File: src/rtl/tcs_cfg.svh
// Register map, field positions, reset values and timing counts of the timer sync block
`ifndef TCS_CFG_SVH
`define TCS_CFG_SVH
// ************************************************************
// Register indices
// ************************************************************
`define TCS_OFS_CONTROL_A   8'h00
`define TCS_OFS_CBCLR   8'h04
`define TCS_OFS_CBSET   8'h05
`define TCS_OFS_IECLR   8'h08
`define TCS_OFS_IESET   8'h09
`define TCS_OFS_IFLAG   8'h0A
`define TCS_OFS_STATUS  8'h0B
`define TCS_OFS_SBUSY   8'h0C
`define TCS_OFS_COUNT   8'h10
`define TCS_OFS_PER     8'h14
`define TCS_OFS_PERIOD_BUFFER  8'h15
`define TCS_OFS_CC0     8'h18
`define TCS_OFS_CCBUF0  8'h1C
// ************************************************************
// Field positions
// ************************************************************
`define TCS_CA_SOFT_RESET_BIT    0
`define TCS_CA_EN       1
`define TCS_CA_RSBY     6
`define TCS_CA_OND      7
`define TCS_CB_LUPD     1
`define TCS_CB_ONESHOT  2
`define TCS_CB_CMD_LSB  5
`define TCS_IRQ_OVF     0
`define TCS_IRQ_ERR     1
`define TCS_IRQ_MC0     4
`define TCS_ST_STOP     0
`define TCS_ST_CCBUFV0  4
`define TCS_SB_SOFT_RESET_BIT    0
`define TCS_SB_EN       1
`define TCS_SB_CTRLB    2
`define TCS_SB_STATUS   3
`define TCS_SB_COUNT    4
`define TCS_SB_PER      5
`define TCS_SB_PERIOD_BUFFER   6
`define TCS_SB_CC0      7
// ************************************************************
// Reset values and timing
// ************************************************************
`define TCS_RST_BYTE    8'h00
`define TCS_RST_WORD    16'h0000
`define TCS_CORE_DIV    4
`endif

File: src/rtl/tcs_pkg.sv
// Types shared by the timer sync block
package tcs_pkg;
  // Commands written through the control B set register
  typedef enum logic [2:0] {
    TCS_CMD_NONE      = 3'b000,
    TCS_CMD_RETRIGGER = 3'b001,
    TCS_CMD_STOP      = 3'b010,
    TCS_CMD_UPDATE    = 3'b011,
    TCS_CMD_READ_SYNC_COMMAND  = 3'b100
  } tcs_cmd_type;
  typedef logic [15:0] tcs_word_type;
  typedef logic [7:0]  tcs_byte_type;
endpackage : tcs_pkg

File: src/rtl/tcs_timer_sync.sv
// Timer bus interface with synchronised core registers, sleep and clock request
`timescale 1ns/100ps
`include "tcs_cfg.svh"
// Behaviour
// - Runs in standby only with run_in_standby set
// - Interrupt wakes system; overflow event while asleep
// - On demand: drop clock request once stopped
// - Start or retrigger requests clock before counting
// - Soft reset and enable writes synchronised
// - Capture buffer valid writes synchronised
// - Control B clear/set writes synchronised
// - Count write synchronised; read needs read-sync command
// - Period and period buffer writes synchronised
// - Compare/capture and buffer writes synchronised
// - Enable set writes ones, seen in clear
// - Channel match enables at bit four upward
// - Bit one enables error interrupt
// - Bit zero enables overflow interrupt
module tcs_timer_sync #(
  parameter int NCH      = 2,
  parameter int CORE_DIV = `TCS_CORE_DIV
) (
  // Clock and reset
  input  wire logic              clk_sys_i,
  input  wire logic              rst_n_i,
  // Register port
  input  wire logic [7:0]        addr_i,
  input  wire tcs_pkg::tcs_word_type wdata_i,
  input  wire logic              wr_i,
  input  wire logic              rd_i,
  output tcs_pkg::tcs_word_type  rdata_o,
  // System and event side
  input  wire logic              standby_i,
  input  wire logic              evt_start_i,
  output logic                   irq_o,
  output logic                   wake_o,
  output logic                   clk_req_o,
  output logic                   evt_ovf_o
);
  import tcs_pkg::*;

  localparam int NB = 7 + 2 * NCH;

  // ************************************************************
  // Reset release and core tick
  // ************************************************************
  logic            rst_q1;
  logic            rst_q2;
  logic            rst_n;
  logic [7:0]      div_q;
  logic            tick;
  logic            srst_do;

  // Soft reset reuses the release chain, so every flop sees one clean reset
  always_ff @(posedge clk_sys_i or negedge rst_n_i) begin
    if (!rst_n_i) begin
      rst_q1 <= 1'b0;
      rst_q2 <= 1'b0;
    end else begin
      rst_q1 <= ~srst_do;
      rst_q2 <= rst_q1;
    end
  end
  assign rst_n = rst_q2;

  // Divider stands in for the peripheral clock; each tick is one core edge
  always_ff @(posedge clk_sys_i or negedge rst_n) begin
    if (!rst_n) begin
      div_q <= 8'h00;
    end else begin
      div_q <= tick ? 8'h00 : div_q + 8'h01;
    end
  end
  assign tick = (div_q == 8'(CORE_DIV - 1));

  // ************************************************************
  // Register state
  // ************************************************************
  tcs_byte_type    control_a;
  logic [2:0]      ctrlb;
  logic [2:0]      cb_set;
  logic [2:0]      cb_clr;
  tcs_cmd_type     cmd_sh;
  tcs_byte_type    inten;
  tcs_byte_type    iflag;
  logic [NB-1:0]   busy;
  tcs_word_type    count_sh;
  tcs_word_type    count_rd;
  tcs_word_type    per_sh;
  tcs_word_type    period_buffer_sh;
  tcs_word_type    cc_sh    [NCH];
  tcs_word_type    ccbuf_sh [NCH];
  logic [NCH-1:0]  ccbv_clr;
  // Core side copies
  logic            core_en;
  logic            stop_q;
  logic            start_pend;
  tcs_word_type    count_q;
  tcs_word_type    per_q;
  tcs_word_type    period_buffer_q;
  tcs_word_type    cc_q     [NCH];
  tcs_word_type    ccbuf_q  [NCH];
  logic [NCH-1:0]  ccbufv;

  // Write-one-set / write-one-clear helper; the set term always wins
  function automatic tcs_byte_type tcs_flag(input tcs_byte_type old_v,
                                            input tcs_byte_type set_v,
                                            input tcs_byte_type clr_v);
    tcs_flag = (old_v & ~clr_v) | set_v;
  endfunction : tcs_flag

  // ************************************************************
  // Address decode
  // ************************************************************
  logic [NB-1:0]   wr_hit;
  logic [NB-1:0]   wr_take;
  logic            wr_control_a;
  logic            wr_iec;
  logic            wr_ies;
  logic            wr_ifl;
  logic            refused;

  assign wr_control_a = wr_i && (addr_i == `TCS_OFS_CONTROL_A);
  assign wr_iec   = wr_i && (addr_i == `TCS_OFS_IECLR);
  assign wr_ies   = wr_i && (addr_i == `TCS_OFS_IESET);
  assign wr_ifl   = wr_i && (addr_i == `TCS_OFS_IFLAG);

  // One hit bit per synchronised register
  always_comb begin
    wr_hit = '0;
    wr_hit[`TCS_SB_SOFT_RESET_BIT]  = wr_control_a && wdata_i[`TCS_CA_SOFT_RESET_BIT];
    wr_hit[`TCS_SB_EN]     = wr_control_a;
    wr_hit[`TCS_SB_CTRLB]  = wr_i && ((addr_i == `TCS_OFS_CBCLR) ||
                                      (addr_i == `TCS_OFS_CBSET));
    wr_hit[`TCS_SB_STATUS] = wr_i && (addr_i == `TCS_OFS_STATUS);
    wr_hit[`TCS_SB_COUNT]  = wr_i && (addr_i == `TCS_OFS_COUNT);
    wr_hit[`TCS_SB_PER]    = wr_i && (addr_i == `TCS_OFS_PER);
    wr_hit[`TCS_SB_PERIOD_BUFFER] = wr_i && (addr_i == `TCS_OFS_PERIOD_BUFFER);
    for (int i = 0; i < NCH; i++) begin
      wr_hit[`TCS_SB_CC0 + i]       = wr_i && (addr_i == `TCS_OFS_CC0 + 8'(i));
      wr_hit[`TCS_SB_CC0 + NCH + i] = wr_i && (addr_i == `TCS_OFS_CCBUF0 + 8'(i));
    end
  end
  // A write to a register other than Control A whose transfer is still pending is dropped
  assign wr_take = wr_hit & ~busy;
  assign refused = |(wr_hit & busy);

  // ************************************************************
  // Synchronisation busy and shadows
  // ************************************************************
  // Busy rises with the write and falls on the core edge that accepts it
  always_ff @(posedge clk_sys_i or negedge rst_n) begin
    if (!rst_n) begin
      busy <= '0;
    end else begin
      busy <= (busy & ~{NB{tick}}) | wr_take;
    end
  end
  assign srst_do = tick && busy[`TCS_SB_SOFT_RESET_BIT];

  // Bus-side shadows catch written values until the core edge
  always_ff @(posedge clk_sys_i or negedge rst_n) begin
    if (!rst_n) begin
      count_sh  <= `TCS_RST_WORD;
      per_sh    <= `TCS_RST_WORD;
      period_buffer_sh <= `TCS_RST_WORD;
      cb_set    <= 3'b000;
      cb_clr    <= 3'b000;
      cmd_sh    <= TCS_CMD_NONE;
      ccbv_clr  <= '0;
    end else begin
      if (wr_take[`TCS_SB_COUNT])  count_sh  <= wdata_i;
      if (wr_take[`TCS_SB_PER])    per_sh    <= wdata_i;
      if (wr_take[`TCS_SB_PERIOD_BUFFER]) period_buffer_sh <= wdata_i;
      if (wr_take[`TCS_SB_STATUS]) begin
        ccbv_clr <= wdata_i[`TCS_ST_CCBUFV0 +: NCH];
      end
      if (wr_take[`TCS_SB_CTRLB]) begin
        cb_set <= (addr_i == `TCS_OFS_CBSET) ? wdata_i[2:0] : 3'b000;
        cb_clr <= (addr_i == `TCS_OFS_CBCLR) ? wdata_i[2:0] : 3'b000;
        cmd_sh <= (addr_i == `TCS_OFS_CBSET) ?
                  tcs_cmd_type'(wdata_i[`TCS_CB_CMD_LSB +: 3]) : TCS_CMD_NONE;
      end
    end
  end

  // Channel shadows
  always_ff @(posedge clk_sys_i or negedge rst_n) begin
    if (!rst_n) begin
      for (int i = 0; i < NCH; i++) begin
        cc_sh[i]    <= `TCS_RST_WORD;
        ccbuf_sh[i] <= `TCS_RST_WORD;
      end
    end else begin
      for (int i = 0; i < NCH; i++) begin
        if (wr_take[`TCS_SB_CC0 + i]) cc_sh[i] <= wdata_i;
        if (wr_take[`TCS_SB_CC0 + NCH + i]) ccbuf_sh[i] <= wdata_i;
      end
    end
  end

  // Control A reads back at once; only enable and soft reset wait for the core edge
  always_ff @(posedge clk_sys_i or negedge rst_n) begin
    if (!rst_n) begin
      control_a <= `TCS_RST_BYTE;
    end else if (wr_control_a) begin
      control_a <= wdata_i[7:0];
    end
  end

  // ************************************************************
  // Core side
  // ************************************************************
  logic            run_ok;
  logic            cnt_tick;
  logic            ovf_hit;
  logic [NCH-1:0]  mc_hit;
  logic            do_cmd;
  logic            do_load;
  logic            go;

  assign run_ok   = !standby_i || control_a[`TCS_CA_RSBY];
  assign cnt_tick = tick && core_en && !stop_q && clk_req_o && run_ok;
  assign ovf_hit  = cnt_tick && (count_q == per_q);
  assign do_cmd   = tick && busy[`TCS_SB_CTRLB];
  assign do_load  = (do_cmd && (cmd_sh == TCS_CMD_UPDATE)) ||
                    (ovf_hit && !ctrlb[`TCS_CB_LUPD]);
  // Start only once the clock request has already been standing
  assign go       = tick && start_pend && clk_req_o && core_en;
  always_comb begin
    for (int i = 0; i < NCH; i++) mc_hit[i] = cnt_tick && (count_q == cc_q[i]);
  end

  // Enable, control B and command handling on the core edge
  always_ff @(posedge clk_sys_i or negedge rst_n) begin
    if (!rst_n) begin
      core_en    <= 1'b0;
      ctrlb      <= 3'b000;
      start_pend <= 1'b0;
      stop_q     <= 1'b1;
      count_rd   <= `TCS_RST_WORD;
    end else begin
      if (tick && busy[`TCS_SB_EN]) core_en <= control_a[`TCS_CA_EN];
      if (do_cmd) ctrlb <= (ctrlb & ~cb_clr) | cb_set;
      if (do_cmd && (cmd_sh == TCS_CMD_READ_SYNC_COMMAND)) count_rd <= count_q;
      if (evt_start_i || (tick && busy[`TCS_SB_EN] && control_a[`TCS_CA_EN]) ||
          (do_cmd && (cmd_sh == TCS_CMD_RETRIGGER))) begin
        start_pend <= 1'b1;
      end else if (go) begin
        start_pend <= 1'b0;
      end
      if (go) begin
        stop_q <= 1'b0;
      end else if ((do_cmd && (cmd_sh == TCS_CMD_STOP)) || !core_en ||
                   (ovf_hit && ctrlb[`TCS_CB_ONESHOT])) begin
        stop_q <= 1'b1;
      end
    end
  end

  // Counter and period, with buffered period loaded on update
  always_ff @(posedge clk_sys_i or negedge rst_n) begin
    if (!rst_n) begin
      count_q  <= `TCS_RST_WORD;
      per_q    <= `TCS_RST_WORD;
      period_buffer_q <= `TCS_RST_WORD;
    end else begin
      if (tick && busy[`TCS_SB_COUNT]) count_q <= count_sh;
      else if (go || ovf_hit) count_q <= `TCS_RST_WORD;
      else if (cnt_tick) count_q <= count_q + 16'h0001;
      if (tick && busy[`TCS_SB_PER]) per_q <= per_sh;
      else if (do_load) per_q <= period_buffer_q;
      if (tick && busy[`TCS_SB_PERIOD_BUFFER]) period_buffer_q <= period_buffer_sh;
    end
  end

  // Compare channels; a valid buffer moves into compare on update
  always_ff @(posedge clk_sys_i or negedge rst_n) begin
    if (!rst_n) begin
      ccbufv <= '0;
      for (int i = 0; i < NCH; i++) begin
        cc_q[i]    <= `TCS_RST_WORD;
        ccbuf_q[i] <= `TCS_RST_WORD;
      end
    end else begin
      for (int i = 0; i < NCH; i++) begin
        if (tick && busy[`TCS_SB_CC0 + i]) cc_q[i] <= cc_sh[i];
        else if (do_load && ccbufv[i]) cc_q[i] <= ccbuf_q[i];
        if (tick && busy[`TCS_SB_CC0 + NCH + i]) begin
          ccbuf_q[i] <= ccbuf_sh[i];
          ccbufv[i]  <= 1'b1;
        end else if ((do_load && ccbufv[i]) ||
                     (tick && busy[`TCS_SB_STATUS] && ccbv_clr[i])) begin
          ccbufv[i]  <= 1'b0;
        end
      end
    end
  end

  // ************************************************************
  // Interrupts and outputs
  // ************************************************************
  tcs_byte_type    evt_vec;
  tcs_byte_type    next_inten;
  tcs_word_type    rd_mux;
  logic            next_irq;
  logic            next_req;

  always_comb begin
    evt_vec = 8'h00;
    evt_vec[`TCS_IRQ_OVF] = ovf_hit;
    evt_vec[`TCS_IRQ_ERR] = refused;
    evt_vec[`TCS_IRQ_MC0 +: NCH] = mc_hit;
  end
  // Enable set and clear share one register; writing zeros changes nothing
  assign next_inten = tcs_flag(inten, wr_ies ? wdata_i[7:0] : 8'h00,
                               wr_iec ? wdata_i[7:0] : 8'h00);
  assign next_irq   = |(iflag & inten);
  // On demand drops the request once stopped unless a start is waiting
  assign next_req   = core_en && (!control_a[`TCS_CA_OND] || !stop_q ||
                                  start_pend);

  always_ff @(posedge clk_sys_i or negedge rst_n) begin
    if (!rst_n) begin
      inten <= `TCS_RST_BYTE;
      iflag <= `TCS_RST_BYTE;
    end else begin
      inten <= next_inten;
      iflag <= tcs_flag(iflag, evt_vec, wr_ifl ? wdata_i[7:0] : 8'h00);
    end
  end

  // Read multiplexer; unmapped indices read as zero
  always_comb begin
    rd_mux = 16'h0000;
    unique case (addr_i)
      `TCS_OFS_CONTROL_A:  rd_mux = {8'h00, control_a};
      `TCS_OFS_CBCLR,
      `TCS_OFS_CBSET:  rd_mux = {13'h0000, ctrlb};
      `TCS_OFS_IECLR,
      `TCS_OFS_IESET:  rd_mux = {8'h00, inten};
      `TCS_OFS_IFLAG:  rd_mux = {8'h00, iflag};
      `TCS_OFS_STATUS: rd_mux = 16'({ccbufv, 3'b000, stop_q});
      `TCS_OFS_SBUSY:  rd_mux = 16'(busy);
      `TCS_OFS_COUNT:  rd_mux = count_rd;
      `TCS_OFS_PER:    rd_mux = per_q;
      `TCS_OFS_PERIOD_BUFFER: rd_mux = period_buffer_q;
      default: begin
        for (int i = 0; i < NCH; i++) begin
          if (addr_i == `TCS_OFS_CC0 + 8'(i)) rd_mux = cc_q[i];
          if (addr_i == `TCS_OFS_CCBUF0 + 8'(i)) rd_mux = ccbuf_q[i];
        end
      end
    endcase
  end

  // Every output is a flop; wake follows the interrupt while in standby
  always_ff @(posedge clk_sys_i or negedge rst_n) begin
    if (!rst_n) begin
      rdata_o   <= `TCS_RST_WORD;
      irq_o     <= 1'b0;
      wake_o    <= 1'b0;
      clk_req_o <= 1'b0;
      evt_ovf_o <= 1'b0;
    end else begin
      rdata_o   <= rd_i ? rd_mux : `TCS_RST_WORD;
      irq_o     <= next_irq;
      wake_o    <= next_irq && standby_i;
      clk_req_o <= next_req;
      evt_ovf_o <= ovf_hit;
    end
  end

endmodule : tcs_timer_sync

File: config.mk
export PLATFORM = sky130hd
export DESIGN_NAME = tcs_timer_sync
export DESIGN_NICKNAME = d
export VERILOG_FILES = /design/src/rtl/tcs_pkg.sv /design/src/rtl/tcs_timer_sync.sv
export VERILOG_INCLUDE_DIRS = /design/src /design/src/rtl
export SDC_FILE = /design/constraint.sdc
export NUM_CORES = 1
export LEC_CHECK = 0
export ABC_AREA = 1
export BUFFER_PORTS_ARGS = -buffer_cell sky130_fd_sc_hd__buf_2
export CAP_MARGIN = 20
export CORE_MARGIN = 2
export CORE_UTILIZATION = 55
export CTS_BUF_LIST = sky130_fd_sc_hd__clkbuf_8
export DETAILED_ROUTE_END_ITERATION = 6
export PLACE_DENSITY = 0.71
export SLEW_MARGIN = 40
export SYNTH_ARGS = -nofsm -noshare
export SYNTH_HDL_FRONTEND = slang
export SYNTH_SLANG_ARGS = --single-unit
File: constraint.sdc
create_clock -name clk_sys_i -period 23.5 [get_ports clk_sys_i]
set_clock_uncertainty 0.2 [all_clocks]
set_input_delay 4.7 -clock clk_sys_i [delete_from_list [all_inputs] [get_ports clk_sys_i]]
set_output_delay 4.7 -clock clk_sys_i [all_outputs]
set_load 0.01 [all_outputs]
==> qor.csv <==
stage,metric,value,unit
outcome,status,"finished, final reports clean",
worst_setup_path,crit_start,addr_i[0],
pwr,max-vdd-ir-drop,0.0545,mV
grt,grt_pass1_vias,12300,
floorplan,core-area,27600,um2
synth,synth.cell_area,15300,um2
layout,mostFrequentLayoutCells,"nand2_1 (552), dfrtp_1 (322), o21ai_0 (215), inv_1 (129), nor2_1 (91)",
grt,grt_start_max_net_pins,87,
pwr,p_leak,8.71,nW
hold_path,worstHoldPathType,reg2async,
floorplan,die_y,171,um
floorplan,ioPinCount,50,
worst_setup_path,cp-end-kind,flop,
pwr,cellPowerDensity,66.8,nW/um2
worst_setup_path,ff2ff_path_depth,11,
layout,syn_to_final_growth,10.1,%
worst_setup_path,crit_fanout,23,
layout,mostFrequentLayoutCell,nand2_1,
clock_tree,htree_levels,2,
clock_tree,clk_latency,0.60,ns
drt,route.detailed.drc,0,
sta,fmax,146,MHz
worst_setup_path,start_kind,input pin,
worst_setup_path,reg2reg_to,count_q[13],
sta,finalCriticalPeriod,6.84,ns
synth,synth_cell_types,44,
drt,wirelength_met1,20.9,mm
sta,fin_hold_ws,0.0761,ns
synth,synth_enable_flop_cells,0,
sta,tightest_slew,0.907,ns
drt,wl_per_cell,21.4,um
layout,nNetsFinal,1846,
floorplan,fp.dieArea,29200,um2
placement,port_buffers,49,
floorplan,dieWidth,171,um
synth,seq_area_frac_synth,53.0,%
drt,top_layer,met4,
drt,drtAntennaViolNets,0,
flow_run,cap_violations,0,
clock_tree,cts_root_buf,clkbuf_8,
clock_tree,post_cts_buffers,0,
synth,syn_nets,1815,
synth,yosys_most_used_dff,dfrtp_1,
sta,fin_tns_setup,0,ns
worst_setup_path,r2r_slack,19.95,ns
synth,synth_area_leader_cell,dfrtp_1,
synth,avgSynthCellArea,8.58,um2
synth,synth_warnings,0,
layout,drive_gt1_share,13.4,%
floorplan,start_util,55.5,%
clock_tree,clockBufferDepth,3,
worst_setup_path,critPathCapture,rdata_o[5],
sta,grt_setup_unrepaired,false,
drt,routed-wl-met3,4.22,mm
clock_tree,clkSinkCount,324,
drt,first_pass_iters,6,
worst_setup_path,crit_arrival,7.12,ns
worst_setup_path,worstSetupPathType,in2reg,
clock_tree,numCtsBuffers,53,
clock_tree,cts_resized,0,
placement,gp_congestion,1.01,
drt,drt-total-wl,47.8,mm
synth,synth_top_area_share,52.8,%
placement,place_hpwl,33.2,mm
synth,synth-async-reset-ratio,100,%
sta,setup_viol,0,
clock_tree,clk_pin_slew_worst_paths,0.06,ns
sta,min_period_over_period,29.1,%
drt,wl_met2,20.9,mm
sta,maxSlewViolCount,0,
synth,netlist_instances,1783,
drt,vias_per_cell,5.77,
worst_setup_path,rr_startpoint,div_q[0],
sta,relSlewSlack,39.5,%
worst_setup_path,cp.required,23.79,ns
grt,grt_pass1_wl,73.5,mm
grt,overflow,0,
floorplan,rows,61,
drt,drt_iter0_drc,1570,
clock_tree,ctsHoldBuffers,0,
synth,synth_area_leaders,"dfrtp_1 (53%), nand2_1 (14%), o21ai_0 (7.0%)",
layout,fillers,2427,
sta,hold_viol,0,
layout,fin_cells,2233,
drt,via_count,12900,
grt,track_usage,33.9,%
placement,placed_cells,2137,
clock_tree,cts_tree,done,
synth,ys_ff_latch,324,
grt,antenna_found_initial,1,
-- metal layers --
layer	vias up	track usage, %
li1	5896	-
met4	0	12.6
met2	610	50.5
met1	6273	49.3
met5	-	0
met3	112	6.59
-- cell usage after synthesis, types with 3 or more instances --
| cell | instances |
|---|---|
| a21oi_1 | 30 |
| a221oi_1 | 4 |
| buf_1 | 3 |
| buf_2 | 26 |
| buf_6 | 5 |
| clkbuf_1 | 46 |
| dfrtp_1 | 323 |
| inv_1 | 109 |
| inv_2 | 22 |
| mux2_1 | 32 |
| mux2_2 | 46 |
| nand2_1 | 552 |
| nand2_2 | 8 |
| nand2_4 | 5 |
| nand3_1 | 97 |
| nand4_1 | 37 |
| nor2_1 | 91 |
| nor2_2 | 7 |
| nor2_4 | 8 |
| nor3_1 | 10 |
| nor3b_1 | 3 |
| nor4_1 | 3 |
| o21ai_0 | 215 |
| o21ai_1 | 35 |
| o22ai_1 | 6 |
| or2_2 | 5 |
| xor2_1 | 31 |
-- how the worst min path moves through the flow --
stage	endpoint	start	cells after the start
floorplan	rst_n	rst_q1	0
global placement	cb_clr[0]	rst_n	0
detailed placement	ctrlb[2]	rst_n	0
CTS	cb_clr[0]	rst_n	0
global route	cb_clr[0]	rst_n	0
finish	cb_set[0]	rst_n	0
-- registers in the layout (all words and copies together) (netlist names), 8 cells and up --
signal and flops:
period_buffer_sh 16, per_sh 16, count_rd 16, ccbuf_sh 32
per_q 16, cc_sh 32, div_q 8, count_sh 16
ccbuf_q 32, busy 11, rdata_o 16, inten 8
count_q 16, control_a 8, iflag 8, period_buffer_q 16
cc_q 32
-- layout make-up --
class | count | area, um2 | share of cell area (%)
Antenna cell | 1 | 2.50 | 0.0149
Clock inverter | 33 | 204 | 1.21
Multi-Input combinational cell | 1247 | 6360 | 37.8
Timing Repair Buffer | 57 | 342 | 2.03
Inverter | 131 | 492 | 2.92
Sequential cell | 324 | 8110 | 48.2
Tap cell | 378 | 473 | 2.81
Clock buffer | 62 | 853 | 5.07
-- power breakdown --
group	total (mW)	leakage (nW)	internal [mW]	switching [mW]
clock network	0.491	0.623	0.262	0.229
registers	0.591	4.46	0.576	0.0141
logic	0.0432	3.63	0.0133	0.0299
-- per-stage QoR --
step	util (%)	power [mW]	setup slack (ns)	area (um2)
detailed placement	57.3	0.642	16.19	15800
global placement	57.0	0.640	15.96	15700
finish	61.1	1.12	16.66	16800
global route	61.1	1.16	16.43	16800
floorplan	-	0.620	13.60	15300
CTS	61.1	1.13	16.76	16800
-- cell families (layout without fill, tap and decap cells) --
logic type,Yosys count,after routing,share of synthesized area (%)
simple gates,832,832,23.3
flops,324,324,53.0
compound gates,304,304,10.4
buf+inv,212,283,5.68
mux,78,78,5.74
xor+xnor,31,31,1.77
fa+ha+maj,2,2,0.163
other cells,0,1,0
-- critical path, stage by stage --
cell      delay [ns]
buf_2           0.13
nor2_2          0.14
nand3_1         0.51
nor2_4          0.43
inv_2           0.16
nand2_1         0.09
nor2_1          0.06
nand3b_4        0.18
inv_2           0.22
nand2_1         0.16
nand2_1         0.07
nor2_1          0.25
(Power assumes the default switching activity.)
